==> src/pkg/lcs_pkg.sv <==
// constants, register map and state type of the limit compare block
package lcs_pkg;

	// widths and channel counts
	localparam int DATA_W = 8;
	localparam int NUM_VOLT = 5;
	localparam int NUM_TEMP = 3;
	localparam int NUM_CHAN = 8;
	localparam int NUM_FAN = 4;
	localparam int NUM_PWM = 3;
	localparam int NUM_DIODE = 2;
	localparam int TACH_W = 16;
	localparam int VID_W = 5;
	localparam int NUM_LIMITS = 24;
	localparam int LIMIT_IDX_W = 5;

	// bus decode: word index sits in haddr[9:2]
	localparam int WORD_SHIFT = 2;
	localparam int IDX_W = 8;
	localparam int IDX_MSB = WORD_SHIFT + IDX_W - 1;
	localparam logic [2:0] HSIZE_WORD = 3'h2;
	localparam logic [1:0] HRESP_OKAY = 2'h0;

	// register indices; byte address is four times the index
	localparam logic [7:0] FAULT_STATUS_TWO_IDX = 8'h42;
	localparam logic [7:0] CORE_VOLTAGE_CODE_IDX = 8'h43;
	localparam logic [7:0] RAIL_2V5_LOW_LIMIT_IDX = 8'h44;
	localparam logic [7:0] RAIL_2V5_HIGH_LIMIT_IDX = 8'h45;
	localparam logic [7:0] CORE_RAIL_LOW_LIMIT_IDX = 8'h46;
	localparam logic [7:0] CORE_RAIL_HIGH_LIMIT_IDX = 8'h47;
	localparam logic [7:0] OWN_SUPPLY_LOW_LIMIT_IDX = 8'h48;
	localparam logic [7:0] OWN_SUPPLY_HIGH_LIMIT_IDX = 8'h49;
	localparam logic [7:0] RAIL_5V_LOW_LIMIT_IDX = 8'h4a;
	localparam logic [7:0] RAIL_5V_HIGH_LIMIT_IDX = 8'h4b;
	localparam logic [7:0] RAIL_12V_LOW_LIMIT_IDX = 8'h4c;
	localparam logic [7:0] RAIL_12V_HIGH_LIMIT_IDX = 8'h4d;
	localparam logic [7:0] REMOTE_ONE_TEMP_LOW_LIMIT_IDX = 8'h4e;
	localparam logic [7:0] REMOTE_ONE_TEMP_HIGH_LIMIT_IDX = 8'h4f;
	localparam logic [7:0] LOCAL_TEMP_LOW_LIMIT_IDX = 8'h50;
	localparam logic [7:0] LOCAL_TEMP_HIGH_LIMIT_IDX = 8'h51;
	localparam logic [7:0] REMOTE_TWO_TEMP_LOW_LIMIT_IDX = 8'h52;
	localparam logic [7:0] REMOTE_TWO_TEMP_HIGH_LIMIT_IDX = 8'h53;
	localparam logic [7:0] FAN_ONE_MIN_COUNT_LOW_IDX = 8'h54;
	localparam logic [7:0] FAN_ONE_MIN_COUNT_HIGH_IDX = 8'h55;
	localparam logic [7:0] FAN_TWO_MIN_COUNT_LOW_IDX = 8'h56;
	localparam logic [7:0] FAN_TWO_MIN_COUNT_HIGH_IDX = 8'h57;
	localparam logic [7:0] FAN_THREE_MIN_COUNT_LOW_IDX = 8'h58;
	localparam logic [7:0] FAN_THREE_MIN_COUNT_HIGH_IDX = 8'h59;
	localparam logic [7:0] FAN_FOUR_MIN_COUNT_LOW_IDX = 8'h5a;
	localparam logic [7:0] FAN_FOUR_MIN_COUNT_HIGH_IDX = 8'h5b;

	// position of each group inside the limit array
	localparam int TEMP_BASE = 10;
	localparam int TACH_BASE = 16;

	// reset values
	localparam logic [7:0] STATUS_RESET = 8'h00;
	localparam logic [7:0] VOLT_LOW_RESET = 8'h00;
	localparam logic [7:0] VOLT_HIGH_RESET = 8'hff;
	localparam logic [7:0] TEMP_LOW_RESET = 8'h81;
	localparam logic [7:0] TEMP_HIGH_RESET = 8'h7f;
	localparam logic [7:0] TACH_MIN_RESET = 8'hff;

	// status bit layout
	localparam int ST_RAIL_12V = 0;
	localparam int ST_OVERHEAT = 1;
	localparam int ST_COOLER_FIRST = 2;
	localparam int ST_DIODE_FIRST = 6;
	localparam int RAIL_12V_CHAN = 4;

	// fan four shares the third pwm output
	localparam int COOLER_FOUR_PWM = 2;
	localparam logic [15:0] FAN_MIN_ALL_ONES = 16'hffff;
	localparam logic [15:0] FAN_MIN_ALL_ZERO = 16'h0000;

	// overheat release hysteresis in degrees (one lsb per degree)
	localparam logic signed [8:0] OVERHEAT_HYST = 9'sh004;

	// power-on value of limit array entry k
	function automatic logic [7:0] lcs_limit_reset(input int k);
		logic [7:0] v;
		if (k >= TACH_BASE) begin
			v = TACH_MIN_RESET;
		end else if (k >= TEMP_BASE) begin
			v = (k % 2 == 1) ? TEMP_HIGH_RESET : TEMP_LOW_RESET;
		end else begin
			v = (k % 2 == 1) ? VOLT_HIGH_RESET : VOLT_LOW_RESET;
		end
		return v;
	endfunction

	// all state of the top module
	typedef struct packed {
		logic [NUM_LIMITS-1:0][7:0] limit;
		logic [7:0] status;
		logic wr_pend;
		logic [IDX_W-1:0] wr_idx;
		logic [31:0] rdata;
	} lcs_state_s;

endpackage

==> src/pkg/lcs_cmp_if.sv <==
// signals between the register bank and the limit comparators
`timescale 1ns/1ps
`default_nettype none
interface lcs_cmp_if;
	import lcs_pkg::*;
	logic [NUM_CHAN-1:0][7:0] meas;
	logic [NUM_CHAN-1:0][7:0] lim_low;
	logic [NUM_CHAN-1:0][7:0] lim_high;
	logic [NUM_FAN-1:0][TACH_W-1:0] tach;
	logic [NUM_FAN-1:0][TACH_W-1:0] fan_min;
	logic [NUM_FAN-1:0] fan_run;
	logic [NUM_CHAN-1:0] chan_fault;
	logic [NUM_FAN-1:0] fan_fault;
	modport cmp (input meas, lim_low, lim_high, tach, fan_min, fan_run,
		output chan_fault, fan_fault);
	modport bank (output meas, lim_low, lim_high, tach, fan_min, fan_run,
		input chan_fault, fan_fault);
endinterface
`default_nettype wire

==> src/hdl/lcs_compare.sv <==
// per-channel limit comparators for rails, temperatures and fans
`timescale 1ns/1ps
`default_nettype none
module lcs_compare (
	lcs_cmp_if.cmp cmp
);
	import lcs_pkg::*;

	// rails are unsigned, temperatures two's complement
	for (genvar c = 0; c < NUM_CHAN; c++) begin : g_chan
		logic above;
		logic at_or_below;
		if (c < NUM_VOLT) begin : g_volt
			assign above = cmp.meas[c] > cmp.lim_high[c];
			assign at_or_below = cmp.meas[c] <= cmp.lim_low[c];
		end else begin : g_temp
			// one degree past the high limit, or reaching the low limit, trips the channel
			assign above = $signed(cmp.meas[c]) >
				$signed(cmp.lim_high[c]);
			assign at_or_below = $signed(cmp.meas[c]) <=
				$signed(cmp.lim_low[c]);
		end
		assign cmp.chan_fault[c] = above | at_or_below;
	end

	// a larger count means a slower fan
	for (genvar f = 0; f < NUM_FAN; f++) begin : g_fan
		logic armed;
		assign armed = (cmp.fan_min[f] != FAN_MIN_ALL_ONES) &&
			(cmp.fan_min[f] != FAN_MIN_ALL_ZERO);
		assign cmp.fan_fault[f] = cmp.fan_run[f] & armed &
			(cmp.tach[f] > cmp.fan_min[f]);
	end

endmodule
`default_nettype wire

==> src/hdl/lcs_top.sv <==
// limit registers, second fault status and id mirror on an ahb-lite slave
//
// How it works
// - 12V fault sets bit0; read clears if gone
// - overheat sets bit1; clears below threshold-4
// - fan faults set bits 2 to 5
// - fan faults masked while their pwm is off
// - diode open/short sets bits 6 and 7
// - status two at 0x42, read-only, resets zero
// - 0x43 mirrors five id pins, upper bits zero
// - ten voltage limits at 0x44, reset 00/ff
// - limits stay writable regardless of lock
// - high fault only when strictly above limit
// - low fault when equal or below limit
// - six temperature limits at 0x4e, reset 81/7f
// - one degree above high or at low limit trips the channel
// - eight fan minimum bytes at 0x54, reset ff
// - count above minimum means slow or stalled
// - summary flag is or of status two
// - all-ones or all-zero minimum disables fan fault
`timescale 1ns/1ps
`default_nettype none
module lcs_top (
	input wire logic i_clk,
	input wire logic i_reset,
	input wire logic i_clk_en,
	// ahb-lite slave
	input wire logic i_hsel,
	input wire logic [31:0] i_haddr,
	input wire logic [1:0] i_htrans,
	input wire logic i_hwrite,
	input wire logic [2:0] i_hsize,
	input wire logic [31:0] i_hwdata,
	input wire logic i_hready,
	output logic o_hreadyout,
	output logic [1:0] o_hresp,
	output logic [31:0] o_hrdata,
	// measured values from the converter and tach logic
	input wire logic [lcs_pkg::NUM_VOLT-1:0][7:0] i_rail_level,
	input wire logic [lcs_pkg::NUM_TEMP-1:0][7:0] i_temp_level,
	input wire logic [lcs_pkg::NUM_FAN-1:0][15:0] i_tach_count,
	input wire logic [lcs_pkg::NUM_PWM-1:0] i_pwm_on,
	input wire logic [7:0] i_critical_temp_threshold,
	input wire logic [lcs_pkg::NUM_DIODE-1:0] i_diode_fault,
	input wire logic [lcs_pkg::VID_W-1:0] i_core_voltage_code_bits,
	// levels toward status register one and the interrupt pin
	output logic [lcs_pkg::NUM_CHAN-1:0] o_limit_fault,
	output logic o_second_status_any_flag,
	output logic o_irq
);
	import lcs_pkg::*;

	lcs_state_s s_q;
	lcs_state_s s_d;
	lcs_cmp_if cmp_bus();

	logic acc;
	logic addr_ok;
	logic rd;
	logic st_read;
	logic [IDX_W-1:0] idx;
	logic [7:0] lim_k;
	logic [7:0] wr_k;
	logic [7:0] rd_byte;
	logic [7:0] event_v;
	logic [7:0] clr_ok;
	logic hot;
	logic cool;
	logic signed [8:0] release_lvl;

	// limit comparators
	lcs_compare u_compare (
		.cmp(cmp_bus)
	);

	// measured values into the comparator bus
	assign cmp_bus.meas = {i_temp_level, i_rail_level};
	assign cmp_bus.tach = i_tach_count;

	// unpack the limit array into low/high pairs per channel
	for (genvar c = 0; c < NUM_CHAN; c++) begin : g_lim
		assign cmp_bus.lim_low[c] = s_q.limit[2*c];
		assign cmp_bus.lim_high[c] = s_q.limit[2*c+1];
	end

	// each fan limit is high byte over low byte; fan four rides pwm three
	for (genvar f = 0; f < NUM_FAN; f++) begin : g_fan
		assign cmp_bus.fan_min[f] = {s_q.limit[TACH_BASE+2*f+1],
			s_q.limit[TACH_BASE+2*f]};
		if (f < NUM_PWM) begin : g_own
			assign cmp_bus.fan_run[f] = i_pwm_on[f];
		end else begin : g_shared
			assign cmp_bus.fan_run[f] = i_pwm_on[COOLER_FOUR_PWM];
		end
	end

	// overheat trips above the threshold and releases more than four degrees below
	always_comb begin
		hot = 1'b0;
		cool = 1'b1;
		release_lvl = $signed({i_critical_temp_threshold[7],
			i_critical_temp_threshold}) - OVERHEAT_HYST;
		for (int t = 0; t < NUM_TEMP; t++) begin
			if ($signed(i_temp_level[t]) >
				$signed(i_critical_temp_threshold)) begin
				hot = 1'b1;
			end
			if ($signed({i_temp_level[t][7], i_temp_level[t]}) >=
				release_lvl) begin
				cool = 1'b0;
			end
		end
	end

	// raw fault events feeding the sticky status bits
	always_comb begin
		event_v = '0;
		event_v[ST_RAIL_12V] = cmp_bus.chan_fault[RAIL_12V_CHAN];
		event_v[ST_OVERHEAT] = hot;
		event_v[ST_COOLER_FIRST +: NUM_FAN] = cmp_bus.fan_fault;
		event_v[ST_DIODE_FIRST +: NUM_DIODE] = i_diode_fault;
	end

	// a read may drop a bit only once its cause is gone
	always_comb begin
		clr_ok = ~event_v;
		clr_ok[ST_OVERHEAT] = cool & ~hot;
	end

	// address phase decode; only aligned word transfers are accepted
	assign acc = i_hsel & i_hready & i_htrans[1];
	assign idx = i_haddr[IDX_MSB:WORD_SHIFT];
	assign addr_ok = (i_haddr[31:IDX_MSB+1] == '0) &&
		(i_haddr[WORD_SHIFT-1:0] == '0) && (i_hsize == HSIZE_WORD);
	assign rd = acc & ~i_hwrite & addr_ok;
	assign st_read = rd && (idx == FAULT_STATUS_TWO_IDX);
	assign lim_k = idx - RAIL_2V5_LOW_LIMIT_IDX;
	assign wr_k = s_q.wr_idx - RAIL_2V5_LOW_LIMIT_IDX;

	// read multiplexer; unmapped words and reserved bits read zero
	always_comb begin
		rd_byte = '0;
		if (idx == FAULT_STATUS_TWO_IDX) begin
			rd_byte = s_q.status;
		end else if (idx == CORE_VOLTAGE_CODE_IDX) begin
			// live pins, so valid right after power-up
			rd_byte = {{(8-VID_W){1'b0}}, i_core_voltage_code_bits};
		end else if (idx >= RAIL_2V5_LOW_LIMIT_IDX &&
			idx <= FAN_FOUR_MIN_COUNT_HIGH_IDX) begin
			rd_byte = s_q.limit[lim_k[LIMIT_IDX_W-1:0]];
		end
	end

	// next state: writes, read data, sticky status, reset
	always_comb begin
		s_d = s_q;
		// write data arrives one phase after its address
		if (s_q.wr_pend && i_hready) begin
			if (s_q.wr_idx >= RAIL_2V5_LOW_LIMIT_IDX &&
				s_q.wr_idx <= FAN_FOUR_MIN_COUNT_HIGH_IDX) begin
				// no lock input exists, so limits always take writes
				s_d.limit[wr_k[LIMIT_IDX_W-1:0]] =
					i_hwdata[7:0];
			end
		end
		if (i_hready) begin
			s_d.wr_pend = acc & i_hwrite & addr_ok;
			s_d.wr_idx = idx;
			s_d.rdata = rd ? {24'h000000, rd_byte} : '0;
		end
		// set wins over a read clear in the same cycle
		s_d.status = event_v |
			(s_q.status & ~({8{st_read}} & clr_ok));
		if (i_reset) begin
			for (int k = 0; k < NUM_LIMITS; k++) begin
				s_d.limit[k] = lcs_limit_reset(k);
			end
			s_d.status = STATUS_RESET;
			s_d.wr_pend = 1'b0;
			s_d.wr_idx = '0;
			s_d.rdata = '0;
		end
	end

	// state register; the enable freezes everything except reset
	always_ff @(posedge i_clk) begin
		if (i_reset || i_clk_en) begin
			s_q <= s_d;
		end
	end

	// while frozen the bus is stalled, so no phase is lost
	assign o_hreadyout = i_clk_en;
	assign o_hresp = HRESP_OKAY;
	assign o_hrdata = s_q.rdata;

	// summary and interrupt levels
	assign o_limit_fault = cmp_bus.chan_fault;
	assign o_second_status_any_flag = |s_q.status;
	assign o_irq = |s_q.status;

endmodule
`default_nettype wire

==> config.mk <==
export PLATFORM = sky130hd
export DESIGN_NAME = lcs_top
export DESIGN_NICKNAME = d
export VERILOG_FILES = /design/src/pkg/lcs_pkg.sv /design/src/pkg/lcs_cmp_if.sv /design/src/hdl/lcs_compare.sv /design/src/hdl/lcs_top.sv
export SDC_FILE = /design/constraint.sdc
export NUM_CORES = 1
export LEC_CHECK = 0
export ABC_AREA = 1
export BUFFER_PORTS_ARGS = -buffer_cell sky130_fd_sc_hd__buf_2
export CELL_PAD_IN_SITES_DETAIL_PLACEMENT = 1
export CELL_PAD_IN_SITES_GLOBAL_PLACEMENT = 1
export CORE_MARGIN = 3
export CORE_UTILIZATION = 35
export CTS_BUF_LIST = sky130_fd_sc_hd__clkbuf_16
export CTS_CLUSTER_DIAMETER = 40
export DETAILED_ROUTE_END_ITERATION = 12
export PLACE_DENSITY = 0.79
export SYNTH_ARGS = -nofsm -noshare
export SYNTH_HDL_FRONTEND = slang
export SYNTH_HIERARCHICAL = 1
export SYNTH_SLANG_ARGS = --single-unit
==> constraint.sdc <==
create_clock -name i_clk -period 24.5 [get_ports i_clk]
set_clock_uncertainty 0.1 [all_clocks]
set_input_delay 3.675 -clock i_clk [delete_from_list [all_inputs] [get_ports i_clk]]
set_output_delay 3.675 -clock i_clk [all_outputs]
set_load 0.01 [all_outputs]
Word level (Yosys, flattened, before mapping)

Cells that the tools add are included.

Bits in registers: 241
Output and inout port bits: 45
Word-level logic and storage cells: 143

Bitwise operators: 30
Eq/ne operators: 7
Reduce and logical (&&, ||, !) cells: 24
$add $sub $neg: 3
Magnitude comparators: 33
Mux-type cells: 18

Operator list:

| cell                 | count |
|---|---|
| $mux 192             | 2 |
| $bwmux 192           | 1 |
| $gt 8x8->1           | 11 |
| $gt 16x16->1         | 4 |
| $le 8x8->1           | 8 |
| $ne 16x16->1 const B | 4 |
| $reduce_bool 16->1   | 4 |
| $mux 8               | 6 |
| $mux 41              | 1 |
| $bmux 8 s5           | 1 |
| $demux 8 s5          | 1 |
| $ge 8x9->1           | 3 |
| $logic_not 22->1     | 1 |
| $and 8x8->8          | 2 |
| $eq 8x7->1 const B   | 2 |
| $ge 8x7->1 const B   | 2 |
| $le 8x7->1 const B   | 2 |
| $not 8->8            | 2 |
| $and 1x1->1          | 15 |
| $lt 5x6->1 const B   | 2 |
| $logic_and 1x1->1    | 11 |
| $sub 5x3->5 const B  | 2 |
| $sub 8x4->9 const B  | 1 |
| $or 1x1->1           | 8 |
| other kinds (11)     | 19 |

Longest topological paths before layout

Depth after elaboration: 10
Depth in mapped cells: 14

Hierarchy

Netlist, hierarchy kept.

By module, submodules not included:

| module      | times used | area each (um^2) | cells each |
|---|---|---|---|
| lcs_top     | 1          | 13230.2          | 1578 |
| lcs_compare | 1          | 5459.0           | 906 |

Worst setup path after synthesis

Ideal clock, no wire load.

Path kind: input-to-reg
Start: in i_hready
End: reg s_q, in the netlist cmp_bus.fan_min[0], enable pin
Cell stages on the path: 2
Data arrival time: 22956 ps
Required time: 23138 ps
Path slack: 182 ps
Buffers on the path: 0
Setup time: 1262 ps
Cells stage by stage: nand3b_1 > o41ai_1

Cells in the longest elaborated chain, start to end: 3

Ends and longest elaborated chain:

| what                               | line           | text |
|---|---|---|
| start: declaration                 | lcs_top.sv:34  | `input wire logic i_hready,` |
| $logic_and 1x1->1                  | lcs_top.sv:158 | `if (s_q.wr_pend && i_hready) begin` |
| $reduce_bool 2->1 (no source line) | --             |  |
| $reduce_and 3->1 (no source line)  | --             |  |
| end signal: assignment             | lcs_top.sv:188 | `s_q <= s_d;` |
| end: declaration                   | lcs_top.sv:53  | `lcs_state_s s_q;` |

Every way passes these cells.
A chain may end at the register's enable or synchronous reset.

Worst setup path in the final report

Start: in i_rail_level[37] in the netlist's numbering
End: out o_limit_fault[4] in the netlist's numbering

Cells in the longest elaborated chain, start to end: 2
Elaborated cells on any way between the ends: 3
Classes of those cells: 2 x order compare; 1 x bitwise

Ends and longest elaborated chain:

| what                                     | line                                 | text |
|---|---|---|
| start: declaration                       | lcs_top.sv:39                        | `input wire logic [lcs_pkg::NUM_VOLT-1:0][7:0] i_rail_level,` |
| $gt 8x8->1 or $le 8x8->1 (tied branches) | lcs_compare.sv:14, lcs_compare.sv:15 |  |
| $or 1x1->1 (*)                           | lcs_compare.sv:23                    | `assign cmp.chan_fault[c] = above \| at_or_below;` |
| end: declaration                         | lcs_top.sv:47                        | `output logic [lcs_pkg::NUM_CHAN-1:0] o_limit_fault,` |

Every way passes the cells marked *; elsewhere a longest branch is shown, timed or not.

==> results.tsv <==
metric	value	unit
CTS Buf Count	40	
Worst EP arrival	5130	ps
H-tree depth	2	
CTS sink count	217	
NumNets Final	3113	
overall die width	237	um
Ports	266	
Synth Area in Simple Gates	22.4	%
Synth top cells by count	nand2_1, inv_1, a21oi_1	
Synth area leaders	edfxtp_1, ha_1, nand2_1, inv_1, a21oi_1	
Max transition margin	18.2	%
WL/cell	20.1	um
delay-heaviest family, CP	simple AND/OR/NAND/NOR gates	
Worst Hold Path EP	cmp_bus.lim_high[10]$_SDFFCE_PP1P_	
IO Port Bufs	214	
Slowest-stage cell, CP	ha_1	
met1 Use GR	31.2	%
postcts setup bufs	0	
Final setup viols	0	
Hold Buf Count CTS	0	
mux cell area share after synthesis	0	%
R2R setup slack	21330	ps
Initial DRC Count	1537	
largest net degree at the start of global routing	193	
layout cells sized above 1	12.5	%
FF-to-FF path depth	7	
clk slew on worst S/H paths	50	ps
Primary FF master, synth	edfxtp_1	
Leakage	10.8	nW
most used cell along the critical path	nand2_1	
FF-to-FF End	cmp_bus.lim_low[11]$_SDFFCE_PP0P_	
TritonCTS clock tree	done	
Placer Congestion	0.883	
critical path class	input port to output port	
max-slew violations	0	
Post-Syn Instances	2484	
CP max stage delay	320	ps
Post-synth EDFFs	217	
synthesized flop and latch total	217	
unrepaired setup endpoints after global routing	no	
Compound-Gate Fraction of Synth Area	15.2	%
Syn-to-layout area delta	14.9	%
DRC viols	0	
period utilization	36.3	%
Max Cap Violations	0	
P per Cell Area	57.8	mW/mm2
met3 GRT Util	3.04	%
Netlist cell types	48	
path type of the worst min-delay path	register to register	
Rows	84	
die area	0.0562	mm2
Post-Syn Area	0.0187	mm2
root buffer cell	clkbuf_16	
Crit path required time	20720	ps
Critical Path End Type	output port	
status	completed	
crit path launch type	input port	
top-count cell post-synth	nand2_1	
Hold Slack	490	ps
maximum clock rate	112	MHz
Final Cell Area	0.0215	mm2
DR vias/cell	5.48	
antenna-violating nets left	0	
TNS Setup	0	ps
critical path peak fanout	2	
hold depth	2	
CP Cell Sequence	buf_2, ha_1, a21oi_1, nor2_1, a211oi_1, nand2_1, nand2_1, nand2_1, buf_2	
total wire length	67800	um
GR Util All Layers	23.2	%
hold wc startpoint	cmp_bus.lim_high[10]$_SDFFCE_PP1P_	
initial antenna violation count	2	
global-route wire length before repair	105000	um
clock latency on the worst-skew pair	540	ps
Avg Inst Size Synth	7.52	um2
global routing's busiest layer	met2	
drt first pass iters	5	
area fraction of the dominant cell type after synthesis	34.9	%
Worst VDD drop	37.2	uV
largest area contributor in the netlist	edfxtp_1	
Period minus WS final	8900	ps
worst slew pin tran	1220	ps
asr flop ratio synth	0	%
met2 GRT Util	38.9	%
Final Power	1.24	mW
WP buf/inv	2	
vias in the first global route	19400	
main combinational cell family by area after synthesis	simple AND/OR/NAND/NOR gates	
Ys Warns	6	
CTS Buffer Depth	3	
Fin. Hold Viols	0	
initial core utilization	35.5	%
DP Area	0.0201	mm2
r2r startpoint	s_q[34]$_SDFFCE_PP0P_	
vias	18500	
total global routing overflow	0	
Final HPWL DP	50300	um
sequential-to-total area share from yosys stat	34.9	%
Core ar.	0.0527	mm2
xor-xnor portion of the synthesized cell area	0.221	%
Die Y	237	um
Synth Area in Adders	15.7	%
CTS resizes	0	
-- how the worst max path moves through the flow --
stage / from / to / slack (ps) / cells after the start
6_report: i_rail_level[37] / o_limit_fault[4] / 15600 / 9
5_1_grt: i_rail_level[33] / o_limit_fault[4] / 15510 / 11
4_1_cts: i_rail_level[33] / o_limit_fault[4] / 15680 / 11
3_5_place_dp: i_rail_level[37] / o_limit_fault[4] / 15680 / 9
3_3_place_gp: i_rail_level[37] / o_limit_fault[4] / 15730 / 9
2_1_floorplan: i_hready / cmp_bus.fan_min[0]$_SDFFCE_PP1P_ / 180 / 2
-- sequential cells by signal, indices dropped and copies added, names as in the netlist --
signal / count
cmp_bus.lim_high: 64
o_hrdata: 8
s_q: 17
cmp_bus.fan_min: 64
cmp_bus.lim_low: 64
-- layer usage --
metal,part of all wire (%),vias up
li1,-,8655
met1,43,9004
met2,47,694
met3,6.9,137
met4,2.9,0
met5,0,-
-- logic make-up after synthesis --
kind of cell / count (synthesis)
flops: 217
buf+inv: 517
xor+xnor: 3
simple gates: 995
compound gates: 516
other cells: 1
fa+ha+maj: 235
-- layout by cell type (no fill, tap or decap), drive strengths merged, types with 2 or more instances in the layout --
cell type	netlist	final
xnor2	2	2
o21bai	7	7
nand2	539	539
o21a	12	12
nand3	185	185
o211ai	11	11
nor4	2	2
a211oi	4	4
o21ai	190	190
o2111ai	16	16
nor2	207	207
ha	235	235
nand4	32	32
edfxtp	217	217
diode	0	2
clkinvlp	0	5
o22ai	2	2
inv	399	412
buf	70	222
nor3	22	22
o221ai	17	17
a22oi	3	3
nand3b	4	4
clkbuf	46	40
clkinv	2	11
conb	1	26
bufinv	0	4
a21o	4	4
a21oi	248	248
-- power breakdown --
| part | internal [mW] | leakage (nW) | switching, mW | total, mW |
|---|---|---|---|---|
| Sequential | 0.433 | 1.91 | 0.0158 | 0.449 |
| Combinational | 0.0779 | 8.21 | 0.162 | 0.239 |
| Clock | 0.345 | 0.654 | 0.208 | 0.553 |
-- cell type report --
class / instances / area [um2]
antenna: 2 / 5.00
sequential: 217 / 6520
tap: 688 / 861
fill: 6602 / 31200
inverter: 401 / 1510
multi-input combinational: 1775 / 10100
clock buffer: 40 / 1000
timing repair buffer: 222 / 1140
clock inverter: 31 / 320
-- per-stage QoR --
| step | setup slack [ps] | instances | utilization, % |
|---|---|---|---|
| floorplan | 182 | 2509 | - |
| global route | 15510 | 3375 | 40.8 |
| CTS | 15680 | 3374 | 40.8 |
| finish | 15600 | 3376 | 40.8 |
| detailed placement | 15680 | 3303 | 38.2 |
| global placement | 15730 | 3303 | 38.2 |
-- worst register-to-register path, cell delays in order, from the launching register on --
cell	delay, ps
edfxtp_1	530
inv_2	190
ha_1	170
nand3_1	70
nand3_1	210
nand2_1	110
o41ai_2	420
buf_12	740
(Power assumes the default switching activity.)
